<file path="src/core/rtcc_pkg.sv">
`default_nettype none

package rtcc_pkg;

  ////////////////////////////////////////////////////////////////////////////
  // Configuration access
  localparam int          ADDR_W         = 8;
  localparam int          DATA_W         = 8;
  localparam logic [7:0]  RETRY_REG_OFS  = 8'h90;
  localparam logic [7:0]  CARD_REG_OFS   = 8'h91;

  ////////////////////////////////////////////////////////////////////////////
  // Retry time-out control and flags
  localparam logic [7:0]  RETRY_RST      = 8'hC0;
  localparam int          HOST_EN_BIT    = 7;
  localparam int          CARD_EN_BIT    = 6;
  localparam int          TGT_B_BIT      = 5;
  localparam int          TGT_A_BIT      = 3;
  localparam int          HOST_EXP_BIT   = 1;
  localparam logic        HOST_EN_RST    = 1'b1;
  localparam logic        CARD_EN_RST    = 1'b1;
  localparam logic        FLAG_RST       = 1'b0;

  ////////////////////////////////////////////////////////////////////////////
  // Card feature control
  localparam logic [7:0]  CARD_RST       = 8'h00;
  localparam int          RING_EN_BIT    = 7;
  localparam int          VIDEO_EN_BIT   = 6;
  localparam int          VIDEO_PRI_BIT  = 5;
  localparam int          AUDIO_BIT      = 2;
  localparam int          SPK_BIT        = 1;
  localparam int          IRQ_BIT        = 0;
  localparam logic        CTL_BIT_RST    = 1'b0;

  ////////////////////////////////////////////////////////////////////////////
  // Retry time-out: 2^15 bus clocks
  localparam int          RETRY_LIMIT_LOG2    = 15;
  localparam int          RETRY_LIMIT_DEFAULT = 2 ** RETRY_LIMIT_LOG2;
  localparam int          TMR_W               = RETRY_LIMIT_LOG2 + 1;

  typedef enum logic {
    TMR_IDLE = 1'b0,
    TMR_RUN  = 1'b1
  } rtcc_tmr_state_e;

endpackage : rtcc_pkg

`default_nettype wire

</file>
<file path="src/core/rtcc_retry_card_ctl.sv">
`default_nettype none

// Summary of operation
// RQ1 - Unreturned retry after 2^15 clocks sets flag
// RQ2 - Expiry flags stay until one written
// RQ3 - Bit 7 enables host retry counter
// RQ4 - Bit 6 enables card retry counter
// RQ5 - Bit 5 shows card target B expiry
// RQ6 - Bit 3 shows card target A expiry
// RQ7 - Bit 1 shows host target expiry
// RQ8 - Retry bits 4, 2, 0 read zero
// RQ9 - Only global reset restores register defaults
// RQ10 - Software reaches retry register at 90h
// RQ11 - Bit 7 enables ring indicate output
// RQ12 - Bit 6 floats socket video port
// RQ13 - Bit 5 picks video priority socket
// RQ14 - Bit 2 zero routes audio PWM
// RQ15 - Bit 1 forwards card speaker out
// RQ16 - Card functional interrupt sets bit 0
// RQ17 - Writing one clears interrupt flag
// RQ18 - Card control bits 4, 3 read zero
// RQ19 - Retry timer restarts, stops on return/disable
module rtcc_retry_card_ctl #(
  parameter int RETRY_LIMIT = rtcc_pkg::RETRY_LIMIT_DEFAULT
)
(
  // Clock and resets
  input  wire logic                       mclk,
  input  wire logic                       sys_rst,
  input  wire logic                       func_rst,
  // Configuration access
  input  wire logic                       cfg_wr_en,
  input  wire logic                       cfg_rd_en,
  input  wire logic [rtcc_pkg::ADDR_W-1:0] cfg_addr,
  input  wire logic [rtcc_pkg::DATA_W-1:0] cfg_wdata,
  output logic      [rtcc_pkg::DATA_W-1:0] cfg_rdata,
  output logic                            cfg_rd_valid,
  // Host-side target retries
  input  wire logic                       host_retry_issue,
  input  wire logic                       host_retry_return,
  // Card-side target retries
  input  wire logic                       card_a_retry_issue,
  input  wire logic                       card_a_retry_return,
  input  wire logic                       card_b_retry_issue,
  input  wire logic                       card_b_retry_return,
  // Card events
  input  wire logic                       card_ring_in,
  input  wire logic                       card_func_irq_in,
  input  wire logic                       card_audio_in,
  input  wire logic                       card_speaker_in,
  // Video port arbitration
  input  wire logic                       this_socket_is_1,
  input  wire logic                       video_peer_mode_en,
  // Terminal controls
  output logic                            ring_indicate_out_n,
  output logic                            video_port_oe,
  output logic                            video_port_mode_en,
  output logic                            video_select_sock0_n,
  output logic                            video_select_sock1_n,
  output logic                            card_audio_pwm_out,
  output logic                            card_audio_pwm_oe,
  output logic                            speaker_out,
  output logic                            card_func_irq_flag
);
  import rtcc_pkg::*;

  ////////////////////////////////////////////////////////////////////////////
  // Decode

  logic wr_retry;
  logic wr_card;
  logic tmr_rst;

  // Function reset only stops timers; register bits ride through it
  assign tmr_rst  = sys_rst || func_rst; // see RQ9
  assign wr_retry = cfg_wr_en && (cfg_addr == RETRY_REG_OFS); // see RQ10
  assign wr_card  = cfg_wr_en && (cfg_addr == CARD_REG_OFS);

  ////////////////////////////////////////////////////////////////////////////
  // Retry control bits

  logic host_retry_count_en_reg;
  logic card_retry_count_en_reg;

  always_ff @(posedge mclk)
  begin
    if (sys_rst)
      host_retry_count_en_reg <= HOST_EN_RST; // see RQ9
    else if (wr_retry)
      host_retry_count_en_reg <= cfg_wdata[HOST_EN_BIT]; // see RQ3
  end

  always_ff @(posedge mclk)
  begin
    if (sys_rst)
      card_retry_count_en_reg <= CARD_EN_RST; // see RQ9
    else if (wr_retry)
      card_retry_count_en_reg <= cfg_wdata[CARD_EN_BIT]; // see RQ4
  end

  ////////////////////////////////////////////////////////////////////////////
  // Retry timers and expiry flags

  logic host_expire;
  logic card_a_expire;
  logic card_b_expire;
  logic host_tgt_retry_expired;
  logic card_tgt_a_retry_expired;
  logic card_tgt_b_retry_expired;

  rtcc_retry_timer #(.LIMIT(RETRY_LIMIT)) u_host_tmr (
    .mclk          (mclk),
    .tmr_rst       (tmr_rst),
    .count_en      (host_retry_count_en_reg), // see RQ3
    .retry_issue   (host_retry_issue),
    .master_return (host_retry_return),
    .expire        (host_expire)
  );

  rtcc_retry_timer #(.LIMIT(RETRY_LIMIT)) u_card_a_tmr (
    .mclk          (mclk),
    .tmr_rst       (tmr_rst),
    .count_en      (card_retry_count_en_reg), // see RQ4
    .retry_issue   (card_a_retry_issue),
    .master_return (card_a_retry_return),
    .expire        (card_a_expire)
  );

  rtcc_retry_timer #(.LIMIT(RETRY_LIMIT)) u_card_b_tmr (
    .mclk          (mclk),
    .tmr_rst       (tmr_rst),
    .count_en      (card_retry_count_en_reg), // see RQ4
    .retry_issue   (card_b_retry_issue),
    .master_return (card_b_retry_return),
    .expire        (card_b_expire)
  );

  rtcc_sticky_flag u_host_flag (
    .mclk    (mclk),
    .sys_rst (sys_rst),
    .set_evt (host_expire),
    .clr_req (wr_retry && cfg_wdata[HOST_EXP_BIT]), // see RQ2
    .flag    (host_tgt_retry_expired)
  );

  rtcc_sticky_flag u_card_a_flag (
    .mclk    (mclk),
    .sys_rst (sys_rst),
    .set_evt (card_a_expire),
    .clr_req (wr_retry && cfg_wdata[TGT_A_BIT]), // see RQ2
    .flag    (card_tgt_a_retry_expired)
  );

  rtcc_sticky_flag u_card_b_flag (
    .mclk    (mclk),
    .sys_rst (sys_rst),
    .set_evt (card_b_expire),
    .clr_req (wr_retry && cfg_wdata[TGT_B_BIT]), // see RQ2
    .flag    (card_tgt_b_retry_expired)
  );

  ////////////////////////////////////////////////////////////////////////////
  // Card feature control bits

  logic ring_out_en_reg;
  logic video_en_reg;
  logic video_pri_reg;
  logic card_audio_route_ctl_reg;
  logic speaker_forward_en_reg;

  always_ff @(posedge mclk)
  begin
    if (sys_rst)
    begin
      ring_out_en_reg          <= CTL_BIT_RST; // see RQ9
      video_en_reg             <= CTL_BIT_RST;
      video_pri_reg            <= CTL_BIT_RST;
      card_audio_route_ctl_reg <= CTL_BIT_RST;
      speaker_forward_en_reg   <= CTL_BIT_RST;
    end
    else if (wr_card)
    begin
      ring_out_en_reg          <= cfg_wdata[RING_EN_BIT];
      video_en_reg             <= cfg_wdata[VIDEO_EN_BIT];
      video_pri_reg            <= cfg_wdata[VIDEO_PRI_BIT];
      card_audio_route_ctl_reg <= cfg_wdata[AUDIO_BIT];
      speaker_forward_en_reg   <= cfg_wdata[SPK_BIT];
    end
  end

  rtcc_sticky_flag u_irq_flag (
    .mclk    (mclk),
    .sys_rst (sys_rst),
    .set_evt (card_func_irq_in), // see RQ16
    .clr_req (wr_card && cfg_wdata[IRQ_BIT]), // see RQ17
    .flag    (card_func_irq_flag)
  );

  ////////////////////////////////////////////////////////////////////////////
  // Read-back

  logic [DATA_W-1:0] retry_view;
  logic [DATA_W-1:0] card_view;
  logic [DATA_W-1:0] rdata_reg;
  logic              rd_valid_reg;

  always_comb
  begin
    retry_view               = '0; // see RQ8
    retry_view[HOST_EN_BIT]  = host_retry_count_en_reg;
    retry_view[CARD_EN_BIT]  = card_retry_count_en_reg;
    retry_view[TGT_B_BIT]    = card_tgt_b_retry_expired; // see RQ5
    retry_view[TGT_A_BIT]    = card_tgt_a_retry_expired; // see RQ6
    retry_view[HOST_EXP_BIT] = host_tgt_retry_expired; // see RQ7
  end

  always_comb
  begin
    card_view                = '0; // see RQ18
    card_view[RING_EN_BIT]   = ring_out_en_reg;
    card_view[VIDEO_EN_BIT]  = video_en_reg;
    card_view[VIDEO_PRI_BIT] = video_pri_reg;
    card_view[AUDIO_BIT]     = card_audio_route_ctl_reg;
    card_view[SPK_BIT]       = speaker_forward_en_reg;
    card_view[IRQ_BIT]       = card_func_irq_flag;
  end

  // Unmapped offsets read zero; data holds until the next read
  always_ff @(posedge mclk)
  begin
    if (sys_rst)
      rdata_reg <= '0;
    else if (cfg_rd_en)
    begin
      case (cfg_addr)
        RETRY_REG_OFS: rdata_reg <= retry_view;
        CARD_REG_OFS:  rdata_reg <= card_view;
        default:       rdata_reg <= '0;
      endcase
    end
  end

  always_ff @(posedge mclk)
  begin
    if (sys_rst)
      rd_valid_reg <= 1'b0;
    else
      rd_valid_reg <= cfg_rd_en;
  end

  assign cfg_rdata    = rdata_reg;
  assign cfg_rd_valid = rd_valid_reg;

  ////////////////////////////////////////////////////////////////////////////
  // Terminal controls

  logic ring_n_reg;
  logic video_oe_reg;
  logic sel0_n_reg;
  logic sel1_n_reg;
  logic audio_reg;
  logic audio_oe_reg;
  logic speaker_reg;
  logic video_mine;

  // Without a peer in video mode this socket owns the port
  assign video_mine = video_en_reg &&
                      (!video_peer_mode_en || (video_pri_reg == this_socket_is_1));

  always_ff @(posedge mclk)
  begin
    if (sys_rst)
    begin
      ring_n_reg   <= 1'b1;
      video_oe_reg <= 1'b1;
      sel0_n_reg   <= 1'b1;
      sel1_n_reg   <= 1'b1;
      audio_reg    <= 1'b0;
      audio_oe_reg <= 1'b0;
      speaker_reg  <= 1'b0;
    end
    else
    begin
      ring_n_reg   <= !(ring_out_en_reg && card_ring_in); // see RQ11
      video_oe_reg <= !video_en_reg; // see RQ12
      sel0_n_reg   <= !(video_mine && !this_socket_is_1); // see RQ13
      sel1_n_reg   <= !(video_mine && this_socket_is_1); // see RQ13
      audio_reg    <= !card_audio_route_ctl_reg && card_audio_in; // see RQ14
      audio_oe_reg <= !card_audio_route_ctl_reg; // see RQ14
      speaker_reg  <= speaker_forward_en_reg && card_speaker_in; // see RQ15
    end
  end

  assign ring_indicate_out_n  = ring_n_reg;
  assign video_port_oe        = video_oe_reg;
  assign video_port_mode_en   = video_en_reg;
  assign video_select_sock0_n = sel0_n_reg;
  assign video_select_sock1_n = sel1_n_reg;
  assign card_audio_pwm_out   = audio_reg;
  assign card_audio_pwm_oe    = audio_oe_reg;
  assign speaker_out          = speaker_reg;
endmodule // rtcc_retry_card_ctl

`default_nettype wire

</file>
<file path="src/core/rtcc_retry_timer.sv">
`default_nettype none

module rtcc_retry_timer #(
  parameter int LIMIT = rtcc_pkg::RETRY_LIMIT_DEFAULT
)
(
  // Clock and reset
  input  wire logic mclk,
  input  wire logic tmr_rst,
  // Control
  input  wire logic count_en,
  input  wire logic retry_issue,
  input  wire logic master_return,
  // Expiry pulse
  output logic      expire
);
  import rtcc_pkg::*;

  localparam logic [TMR_W-1:0] LIMIT_M1 = TMR_W'(LIMIT - 1);

  rtcc_tmr_state_e  state_reg;
  logic [TMR_W-1:0] cnt_reg;
  logic             expire_reg;
  logic             at_limit;

  assign at_limit = (state_reg == TMR_RUN) && (cnt_reg == LIMIT_M1) && count_en
                    && !retry_issue && !master_return;

  // A new retry restarts; return or disable stops without expiry
  always_ff @(posedge mclk)
  begin
    if (tmr_rst)
      state_reg <= TMR_IDLE;
    else
    begin
      case (state_reg)
        TMR_IDLE:
          if (retry_issue && count_en)
            state_reg <= TMR_RUN;
        TMR_RUN:
          if (retry_issue && count_en)
            state_reg <= TMR_RUN; // see RQ19
          else if (master_return || !count_en || at_limit)
            state_reg <= TMR_IDLE; // see RQ19
        default:
          state_reg <= TMR_IDLE;
      endcase
    end
  end

  always_ff @(posedge mclk)
  begin
    if (tmr_rst)
      cnt_reg <= '0;
    else if (retry_issue)
      cnt_reg <= '0;
    else if (state_reg == TMR_RUN)
      cnt_reg <= cnt_reg + TMR_W'(1);
  end

  always_ff @(posedge mclk)
  begin
    if (tmr_rst)
      expire_reg <= 1'b0;
    else
      expire_reg <= at_limit; // see RQ1
  end

  assign expire = expire_reg;
endmodule // rtcc_retry_timer

`default_nettype wire

</file>
<file path="src/core/rtcc_sticky_flag.sv">
`default_nettype none

module rtcc_sticky_flag
(
  // Clock and reset
  input  wire logic mclk,
  input  wire logic sys_rst,
  // Event and clear
  input  wire logic set_evt,
  input  wire logic clr_req,
  // Flag
  output logic      flag
);
  import rtcc_pkg::*;

  logic flag_reg;

  // Set beats clear so an event in the clearing cycle survives
  always_ff @(posedge mclk)
  begin
    if (sys_rst)
      flag_reg <= FLAG_RST;
    else if (set_evt)
      flag_reg <= 1'b1;
    else if (clr_req)
      flag_reg <= 1'b0;
  end

  assign flag = flag_reg;
endmodule // rtcc_sticky_flag

`default_nettype wire

</file>
<file path="config.mk">
export PLATFORM = sky130hd
export DESIGN_NAME = rtcc_retry_card_ctl
export DESIGN_NICKNAME = d
export VERILOG_FILES = /design/src/core/rtcc_pkg.sv /design/src/core/rtcc_retry_card_ctl.sv /design/src/core/rtcc_retry_timer.sv /design/src/core/rtcc_sticky_flag.sv
export SDC_FILE = /design/constraint.sdc
export NUM_CORES = 1
export LEC_CHECK = 0
export ABC_AREA = 1
export BUFFER_PORTS_ARGS = -buffer_cell sky130_fd_sc_hd__buf_2
export CAP_MARGIN = 20
export CORE_ASPECT_RATIO = 1.5
export CORE_UTILIZATION = 35
export DETAILED_ROUTE_END_ITERATION = 7
export MAX_ROUTING_LAYER = met4
export PLACE_DENSITY = 0.55
export SKIP_LAST_GASP = 1
export SYNTH_ARGS = -nofsm -noshare
export SYNTH_HDL_FRONTEND = slang
export SYNTH_SLANG_ARGS = --single-unit
</file>
<file path="constraint.sdc">
create_clock -name mclk -period 2.4 [get_ports mclk]
set_input_delay 0.36 -clock mclk [delete_from_list [all_inputs] [get_ports mclk]]
set_output_delay 0.36 -clock mclk [all_outputs]
set_load 0.005 [all_outputs]
</file>
==> results of run 1 <==
-- worst reg2reg max path, cell delays in order (launching register included) --
cell,delay (ns)
dfxtp_1,0.55
inv_1,0.19
nor3_2,0.31
nand3_1,0.11
nand2_1,0.07
inv_1,0.04
nor2_1,0.08
-- power by group through the flow --
stage               registers [uW]  clock network (uW)  logic, uW
floorplan                     1380                   0       71.9
global placement              1380                   0        117
detailed placement            1380                   0        118
CTS                           1350                1390        118
global route                  1350                1440        132
finish                        1350                1340        116
-- cells in the mapped netlist, types with 6 or more instances --
master	number	area, um^2
nor3_1	8	40.04
o21ai_1	7	35.03
nand4_1	6	37.54
nand2_1	105	394.1
inv_1	58	217.7
nand3_1	47	235.2
nor2_4	9	101.4
dfxtp_1	80	1602
o21ai_0	12	60.06
a21oi_1	38	190.2
nand2_2	7	43.79
inv_2	6	22.52
nor2_1	82	307.8
-- kinds of logic after synthesis --
logic type | synth area share [%]
AOI/OAI and AO/OA | 9.459
xor gates and xnor gates | 1.872
adders and majority gates | 1.003
buffers and inverters | 8.790
DFF | 42.78
other | 0.1002
and+or+nand+nor | 36.00
-- final cells by class --
class                   count  area, um^2  area share, %
multi-input cells         362        1813          41.45
flip-flops and latches     80        1602          36.61
repair buffers             49       247.7          5.664
inverters                  65       246.5          5.635
clock buffers              10       229.0          5.235
well taps                 141       176.4          4.033
clock inverters             6       60.06          1.373
-- metal layers --
metal | track usage (%) | vias to the layer above
li1 | - | 1759
met1 | 16.83 | 1507
met2 | 28.34 | 54
met3 | 5.003 | 10
met4 | 6.275 | 0
met5 | - | -
-- metrics by stage --
stage	total power (uW)	setup slack [ns]	std cells	instance area, um^2
final	2812	0.9812	713	4374
after global routing	2925	0.8631	713	4374
after CTS	2858	0.9699	713	4374
after detailed placement	1500	0.9286	697	4085
after global placement	1498	0.9338	697	4085
after floorplan	1448	1.179	518	3744
-- final timing paths --
check / start / to / slack [ns] / cells past startpoint
worst min register to register: ring_out_en_reg$_SDFFE_PP0P_ / ring_indicate_out_n$_SDFF_PP1_ / 0.44 / 1
worst max register to register: u_card_a_tmr.state_reg$_SDFF_PP0_ / u_card_a_tmr.cnt_reg[14]$_SDFFE_PP0P_ / 0.98 / 6
worst min-delay path: card_ring_in / ring_indicate_out_n$_SDFF_PP1_ / 0.22 / 2
worst max-delay path: u_card_a_tmr.state_reg$_SDFF_PP0_ / u_card_a_tmr.cnt_reg[14]$_SDFFE_PP0P_ / 0.98 / 6
==> results.cfg, run 1 <==
[sta]
min_period_ns = 1.419
setup_viol = 0
fin_crit_sh_pct = 59.12
fmaxAchievable_mhz = 704.8
rsz0062_at_grt = no
tns_ns = 0
slew_viol_final = 0
timing.hold.ws_ns = 0.2179
hold_viol = 0
clock_skew_ns = 0.008888

[pwr]
clkPwrFrac_pct = 47.8
p_leak_uw = 0.001739
ir_drop_v = 0.0003437
p_int_uw = 2187
power_frac_comb_pct = 4.1
swShare_pct = 22.24
pwr-share-seq_pct = 48.1
switchingPower_uw = 625.2
power.density_nw_per_um2 = 642.9

[route]
routedWlPerCell_um = 11.20
wl_met3_um = 341
firstDrtPassIters = 4
top_layer_used = met4
vias = 3330
wl_met1_mm = 3.445
post-route-drc-count = 0
ant_nets = 0
wl_met2_mm = 4.074
drt_iter0_markers = 87
vias_per_cell = 4.670
drt-total-wl_mm = 7.985

[synthesis]
synth_edf_count = 0
ys_warn_count = 0
synth_cell_types = 37
synth.avg_cell_area_um2 = 7.227
synth_nets = 554
syn_area_um2 = 3744
synth-main-ff-cell = dfxtp_1
synthCells = 518
async_flop_share_pct = 0
synth_seq_cells = 80
seq_area_frac_synth_pct = 42.78

[cts]
hold_buffers = 0
root_buffer = clkbuf_16
cts_buffer_depth = 2
cts_made_buffers = 9
clock_latency_ns = 0.34
htreeDepth = 3
clk_pin_slew_ns = 0.06
tritoncts_num_sinks = 80
cts_tree = built
postCtsSetupBuffers = 0
cts-resized-gates = 0

[worst_setup_path]
cp.required_ns = 2.68
setup.worst_path.start_class = flop
path_cells = inv_1, nor3_2, nand3_1, nand2_1, inv_1, nor2_1
cp-end-kind = flop
cpLargestDelayFamily = simple AND/OR/NAND/NOR gates
critical_path.max_fanout = 11
path_common_cell = inv_1
crit_path_max_incr_delay_ns = 0.55
crit_buf_inv = 2
crit_type = reg2reg
crit_arrival_ns = 1.70
cpMaxStageDelayCell = dfxtp_1

[global_route]
grt_start_max_net_pins = 19
grt_first_pass_wirelength_mm = 13.68
grt_pass1_vias = 3150
antenna_found_initial = 0
grt_overflow = 0
grt_usage_pct = 16.20

[placement]
portBuffers = 48
gp_congestion = 0.8389
hpwlAfterDp_mm = 5.896

[layout]
area_delta_synth_final_pct = 16.85
fin_util_pct = 42.69
final_common_cell = nand2_1
final_nets = 603
num_antenna_cells = 0
final_cell_mix = nand2_1 (105), nor2_1 (82), dfxtp_1 (80)
layout-drive-gt1-share_pct = 18.01
fillCellCount = 1100

[job]
drv_cap = 0

[min_path]
min_path_type = in2reg

[run_status]
status = finished, final reports clean

[floorplan]
die-area_um2 = 11120
core_area_um2 = 10250
ios = 51
initial_core_util_pct = 36.53
rows = 45
die_y_um = 128.7
die-width_um = 86.45
Power figures use the tool's default switching activity.
==> inputs of run 2 (changes only) <==
--- a/config.mk
+++ b/config.mk
@@ -12,7 +12,7 @@
 export CORE_UTILIZATION = 35
 export DETAILED_ROUTE_END_ITERATION = 7
 export MAX_ROUTING_LAYER = met4
-export PLACE_DENSITY = 0.55
+export PLACE_DENSITY = 0.57
 export SKIP_LAST_GASP = 1
 export SYNTH_ARGS = -nofsm -noshare
 export SYNTH_HDL_FRONTEND = slang
==> constraint.sdc (replaced) <==
create_clock -name mclk -period 1.2 [get_ports mclk]
set_input_delay 0.18 -clock mclk [delete_from_list [all_inputs] [get_ports mclk]]
set_output_delay 0.18 -clock mclk [all_outputs]
set_load 0.005 [all_outputs]
==> run 2 against run 1 <==
  * The run now ends with negative setup slack left
  * Routed wire length rose by 3.9%
  * Fmax increased by 15%
  * Via count is 2.4% higher
  * Sequential power is 99% higher
  * Clock power up 110%
  * Critical path depth increased by 1
  * Register-to-register slack worse by 1.0 ns
  * Design area increased by 11%
  * Global-route usage down 0.21 points
  * Power grew 100%
  * Worst setup slack got worse by 1.0 ns
  * Sequential share of layout area fell by 2.8 points
==> results.cfg, run 2 (synthesized netlist as in run 1, its figures left out) <==
[run_status]
status = complete, but fails checks
violations = negative setup slack

[placement]
placed_cell_area_um2 = 4273
hpwlAfterDp_mm = 6.078
dp_slack_ns = -0.1009
gp_congestion = 0.8509
portBuffers = 48

[worst_setup_path]
rr_startpoint = u_card_a_tmr.cnt_reg[0]$_SDFFE_PP0P_
cp.required_ns = 1.41
r2r-end = u_card_a_tmr.cnt_reg[4]$_SDFFE_PP0P_
critical_path.max_fanout = 3
setup.worst_path.start_class = flop
r2r_setup_slack_ns = -0.03
crit_arrival_ns = 1.45
crit_type = reg2reg
cp-end-kind = flop
r2r_cells = 7

[cts]
cts_made_buffers = 9
cts_tree = built
cts_buffer_depth = 2
root_buffer = clkbuf_16
htreeDepth = 3
tritoncts_num_sinks = 80
clk_pin_slew_ns = 0.06
clock_latency_ns = 0.33
hold_buffers = 0

[sta]
timing.hold.ws_ns = 0.04392
fmaxAchievable_mhz = 812.4
clock_skew_ns = 0.006540
rsz0062_at_grt = yes
layout_setup_ws_ns = -0.03090
min_period_ns = 1.231
setup_viol = 4
fin_crit_sh_pct = 102.6
tns_ns = -0.06005
slew_viol_final = 0
hold_viol = 0

[pwr]
ir_drop_v = 0.0007172
power.density_nw_per_um2 = 1184
p_leak_uw = 0.001939
finalPower_uw = 5733

[floorplan]
die_y_um = 128.7
die-area_um2 = 11120
initial_core_util_pct = 36.53
die-width_um = 86.45
rows = 45
core_area_um2 = 10250
ios = 51

[layout]
layout-drive-gt1-share_pct = 29.68
final_common_cell = nand2_1
fin_area_um2 = 4841
final_nets = 634
final_cell_mix = nand2_1 (99), nor2_1 (76), dfxtp_1 (62)
num_antenna_cells = 0
area_delta_synth_final_pct = 29.31

[route]
post-route-drc-count = 0
vias_per_cell = 4.582
drt-total-wl_mm = 8.295
drt_iter0_markers = 106
vias = 3409
firstDrtPassIters = 4
routedWlPerCell_um = 11.15
ant_nets = 0

[min_path]
worst_hold_path.endpoint = ring_indicate_out_n$_SDFF_PP1_
min_from = card_ring_in
min_path_type = in2reg
whs_path_depth = 2

[global_route]
grt_start_max_net_pins = 18
antenna_found_initial = 0
grt_overflow = 0
grt_usage_pct = 15.99
grt_pass1_vias = 3282
grt_first_pass_wirelength_mm = 13.83

[job]
drv_cap = 0
-- run 2: through the flow --
stage | utilization (%) | std cells
after floorplan | - | 518
after global placement | 41.70 | 720
after detailed placement | 41.70 | 720
after CTS | 45.48 | 737
after global routing | 47.24 | 744
final | 47.24 | 744
-- run 2: critical path, stage by stage (launching register included) --
cell and delay (ns):
dfxtp_2 0.35, ha_4 0.15, nand3_4 0.08, buf_4 0.14, buf_4 0.12, nor2_1 0.10, xnor2_1 0.13, nor2_1 0.05
-- run 2: power breakdown --
part	total, uW	internal, uW	leakage, uW	switching (uW)
logic	260	110	0.00114	150
registers	2690	2670	0.000658	19.5
clock network	2780	1720	0.000141	1060
total	5730	4510	0.00194	1230
-- run 2: worst max-delay path by stage --
stage | startpoint | to | slack, ns | cells past startpoint
after floorplan | u_host_tmr.cnt_reg[0]$_SDFFE_PP0P_ | u_host_tmr.cnt_reg[14]$_SDFFE_PP0P_ | 0.005 | 6
after global placement | u_host_tmr.cnt_reg[0]$_SDFFE_PP0P_ | u_host_tmr.cnt_reg[14]$_SDFFE_PP0P_ | -0.04 | 8
after detailed placement | u_card_a_tmr.cnt_reg[1]$_SDFFE_PP0P_ | u_card_a_tmr.state_reg$_SDFF_PP0_ | -0.10 | 6
after CTS | u_card_a_tmr.cnt_reg[0]$_SDFFE_PP0P_ | u_card_a_tmr.cnt_reg[8]$_SDFFE_PP0P_ | -0.01 | 6
after global routing | u_card_a_tmr.cnt_reg[0]$_SDFFE_PP0P_ | u_card_a_tmr.cnt_reg[8]$_SDFFE_PP0P_ | -0.12 | 6
final | u_card_a_tmr.cnt_reg[0]$_SDFFE_PP0P_ | u_card_a_tmr.cnt_reg[4]$_SDFFE_PP0P_ | -0.03 | 7
-- run 2: layout make-up --
cell class | count | area, um^2
Clock buffer | 12 | 256.5
Tap cell | 141 | 176.4
Timing Repair Buffer | 80 | 488.0
Multi-Input combinational cell | 362 | 1984
Sequential cell | 80 | 1637
Inverter | 65 | 246.5
Fill cell | 1040 | 5406
Clock inverter | 4 | 52.55
-- run 2: what timing repair did --
action                     4_1_cts  5_1_grt
setup buffers                    1        7
setup endpoints to repair       13       30
pin swaps                        7       13
gates resized for setup         21       45
-- run 2: metal layers --
layer  vias to the layer above  part of all wire (%)  GRT usage [%]
li1                       1820                     -              -
met1                      1528                    43          17.01
met2                        50                    52          29.08
met3                        11                   3.3          3.079
met4                         0                   1.3          5.686
met5                         -                     0              -
==> inputs of run 3 (changes only) <==
--- a/config.mk
+++ b/config.mk
@@ -16,4 +16,5 @@
 export SKIP_LAST_GASP = 1
 export SYNTH_ARGS = -nofsm -noshare
 export SYNTH_HDL_FRONTEND = slang
+export SYNTH_HIERARCHICAL = 1
 export SYNTH_SLANG_ARGS = --single-unit
==> run 3 against run 2 <==
  * The flow now finishes without violations
  * Sequential share of layout area decreased by 1.1 points
  * Routed wire length increased by 3.5%
  * Sequential power about the same
  * Area after synthesis increased by 1.6%
  * Register-to-register slack improved by 0.03 ns
  * Power increased by 2.1%
  * Largest power group unchanged
==> results.cfg, run 3 <==
[pwr]
power_frac_comb_pct = 4.9
p_int_uw = 4550
pwr-share-seq_pct = 46.1
switchingPower_uw = 1304
swShare_pct = 22.28
clkPwrFrac_pct = 49.0
ir_drop_v = 0.0007727
finalPower_uw = 5854
p_leak_uw = 0.002166
power.density_nw_per_um2 = 1169

[sta]
rsz0062_at_grt = yes
min_period_ns = 1.197
fmaxAchievable_mhz = 835.4
slew_viol_final = 0
clock_skew_ns = 0.007021
setup_viol = 0
timing.hold.ws_ns = 0.03183
hold_viol = 0
fin_crit_sh_pct = 99.75

[floorplan]
initial_core_util_pct = 35.92
ios = 51
rows = 46
core_area_um2 = 10590
die-area_um2 = 11300
die_y_um = 129.7
die-width_um = 87.12

[layout]
final_common_cell = nand2_1
final_cell_mix = nand2_1 (97), nor2_1 (72), inv_1 (68)
area_delta_synth_final_pct = 31.71
final_nets = 662
fin_cells = 775
layout-drive-gt1-share_pct = 32.33
fillCellCount = 1096
fin_util_pct = 47.31
num_antenna_cells = 0

[global_route]
grt_usage_pct = 16.49
grt_first_pass_wirelength_mm = 14.21
grt_pass1_vias = 3305
grt_start_max_net_pins = 16
grt_overflow = 0
antenna_found_initial = 0

[placement]
hpwlAfterDp_mm = 6.357
portBuffers = 48
gp_congestion = 0.8217
placedCellCount = 751

[synthesis]
synth.most_common_cell = nand2_1
synth_common_cells = nand2_1 (103), nor2_1 (85), dfxtp_1 (80), inv_1 (69), a21oi_1 (39)
synth_simple_gate_area_share_pct = 34.90
synth_edf_count = 0
synthCells = 536
synth_xor_area_share_pct = 1.382
ys_warn_count = 6
seq_area_frac_synth_pct = 42.11
synth_nets = 572
synth_top_family_by_area = simple AND/OR/NAND/NOR gates
synth_compound_area_share_pct = 11.05
synth_top_area_share_pct = 42.11
synth_top_cell_by_area = dfxtp_1
synth-adder-area-share_pct = 0.9868
synth_cell_types = 32
synthTopCellsByArea = dfxtp_1 (42%), nand2_1 (10%), nor2_1 (8.4%), inv_1 (6.8%), a21oi_1 (5.1%)
syn_area_um2 = 3804
async_flop_share_pct = 0
yosys-mux-area-fraction_pct = 0
synth-main-ff-cell = dfxtp_1
synth_seq_cells = 80
synth.avg_cell_area_um2 = 7.096

[worst_setup_path]
r2r_cells = 7
r2r-end = u_host_tmr/cnt_reg[12]$_SDFFE_PP0P_
setup.worst_path.start_class = flop
crit_type = reg2reg
r2r_setup_slack_ns = 0.003
crit_end = u_host_tmr/cnt_reg[12]$_SDFFE_PP0P_
crit_start = u_host_tmr/cnt_reg[1]$_SDFFE_PP0P_
critical_path.max_fanout = 4
crit_arrival_ns = 1.43
rr_startpoint = u_host_tmr/cnt_reg[1]$_SDFFE_PP0P_
cp.required_ns = 1.43
cp-end-kind = flop

[cts]
clk_pin_slew_ns = 0.06
cts_made_buffers = 9
tritoncts_num_sinks = 80
cts_tree = built
root_buffer = clkbuf_16
cts_buffer_depth = 2
clock_latency_ns = 0.34
htreeDepth = 3
hold_buffers = 0

[route]
post-route-drc-count = 0
ant_nets = 0
drt-total-wl_mm = 8.583
top_layer_used = met4
wl_met1_mm = 3.665
drt_iter0_markers = 91
wl_met3_um = 254
vias_per_cell = 4.490
vias = 3480
wl_met2_mm = 4.471
routedWlPerCell_um = 11.07
firstDrtPassIters = 4

[job]
drv_cap = 0

[min_path]
min_path_type = in2reg
whs_path_depth = 2

[run_status]
status = finished, final reports clean
[run 3: cells by family (layout without fill, tap and decap cells)]
family / count (synthesis) / in the layout
AND/OR/NAND/NOR: 285 / 285
buffers and inverters: 83 / 178
flip-flops: 80 / 80
AO/OA/AOI/OAI: 78 / 78
XOR/XNOR: 6 / 6
adder cells (fa/ha/maj): 3 / 3
other: 1 / 1
[run 3: per-layer routing]
metal / up-vias / track usage [%]
li1: 1862 / -
met1: 1560 / 18.18
met2: 46 / 28.07
met3: 12 / 3.376
met4: 0 / 8.100
met5: - / -
[run 3: final cells by class]
cell class / instances / area [um^2] / area share (%)
Tap cell: 144 / 180.2 / 3.596
Clock inverter: 5 / 63.81 / 1.274
Inverter: 72 / 270.3 / 5.395
Timing Repair Buffer: 90 / 563.0 / 11.24
Clock buffer: 11 / 252.7 / 5.045
Multi-Input combinational cell: 373 / 2043 / 40.78
Sequential cell: 80 / 1637 / 32.67
[run 3: power groups by stage]
stage / combinational, uW / clock [uW] / sequential [uW]
floorplan: 151 / 0 / 2760
global placement: 285 / 0 / 2760
detailed placement: 289 / 0 / 2760
CTS: 291 / 2940 / 2700
global route: 326 / 3060 / 2700
finish: 289 / 2870 / 2700
[run 3: how the worst min path moves through the flow]
| stage | from | end | slack, ns |
|---|---|---|---|
| 2_1_floorplan | sys_rst | u_card_a_flag/flag$_SDFFE_PP0P_ | 0.24 |
| 3_3_place_gp | card_ring_in | ring_indicate_out_n$_SDFF_PP1_ | 0.38 |
| 3_5_place_dp | card_ring_in | ring_indicate_out_n$_SDFF_PP1_ | 0.38 |
| 4_1_cts | card_ring_in | ring_indicate_out_n$_SDFF_PP1_ | 0.02 |
| 5_1_grt | card_ring_in | ring_indicate_out_n$_SDFF_PP1_ | 0.05 |
| 6_report | card_ring_in | ring_indicate_out_n$_SDFF_PP1_ | 0.03 |
[run 3: worst max-delay path: stages (launching register included)]
cell	delay, ns
dfxtp_4	0.36
ha_4	0.15
nand2_4	0.06
nor2_4	0.11
nand2_4	0.07
nor2_4	0.13
a21oi_2	0.06
and2_1	0.14
[run 3: stage by stage]
stage                     instance area, um^2  setup TNS (ns)  worst slack [ns]
final                                    5010               0          0.003034
after floorplan                          3825               0          0.009991
after global routing                     5010         -0.4086          -0.05076
after detailed placement                 4410         -0.8228          -0.06181
after CTS                                4818        -0.05491          -0.02189
after global placement                   4410         -0.2934          -0.03670
[run 3: timing repair]
action                                  CTS  global route
endpoints found under the setup margin   11            33
setup buffers                             2             6
resized for setup                        15            60
gates cloned                              0             0
pin swaps                                 6            15
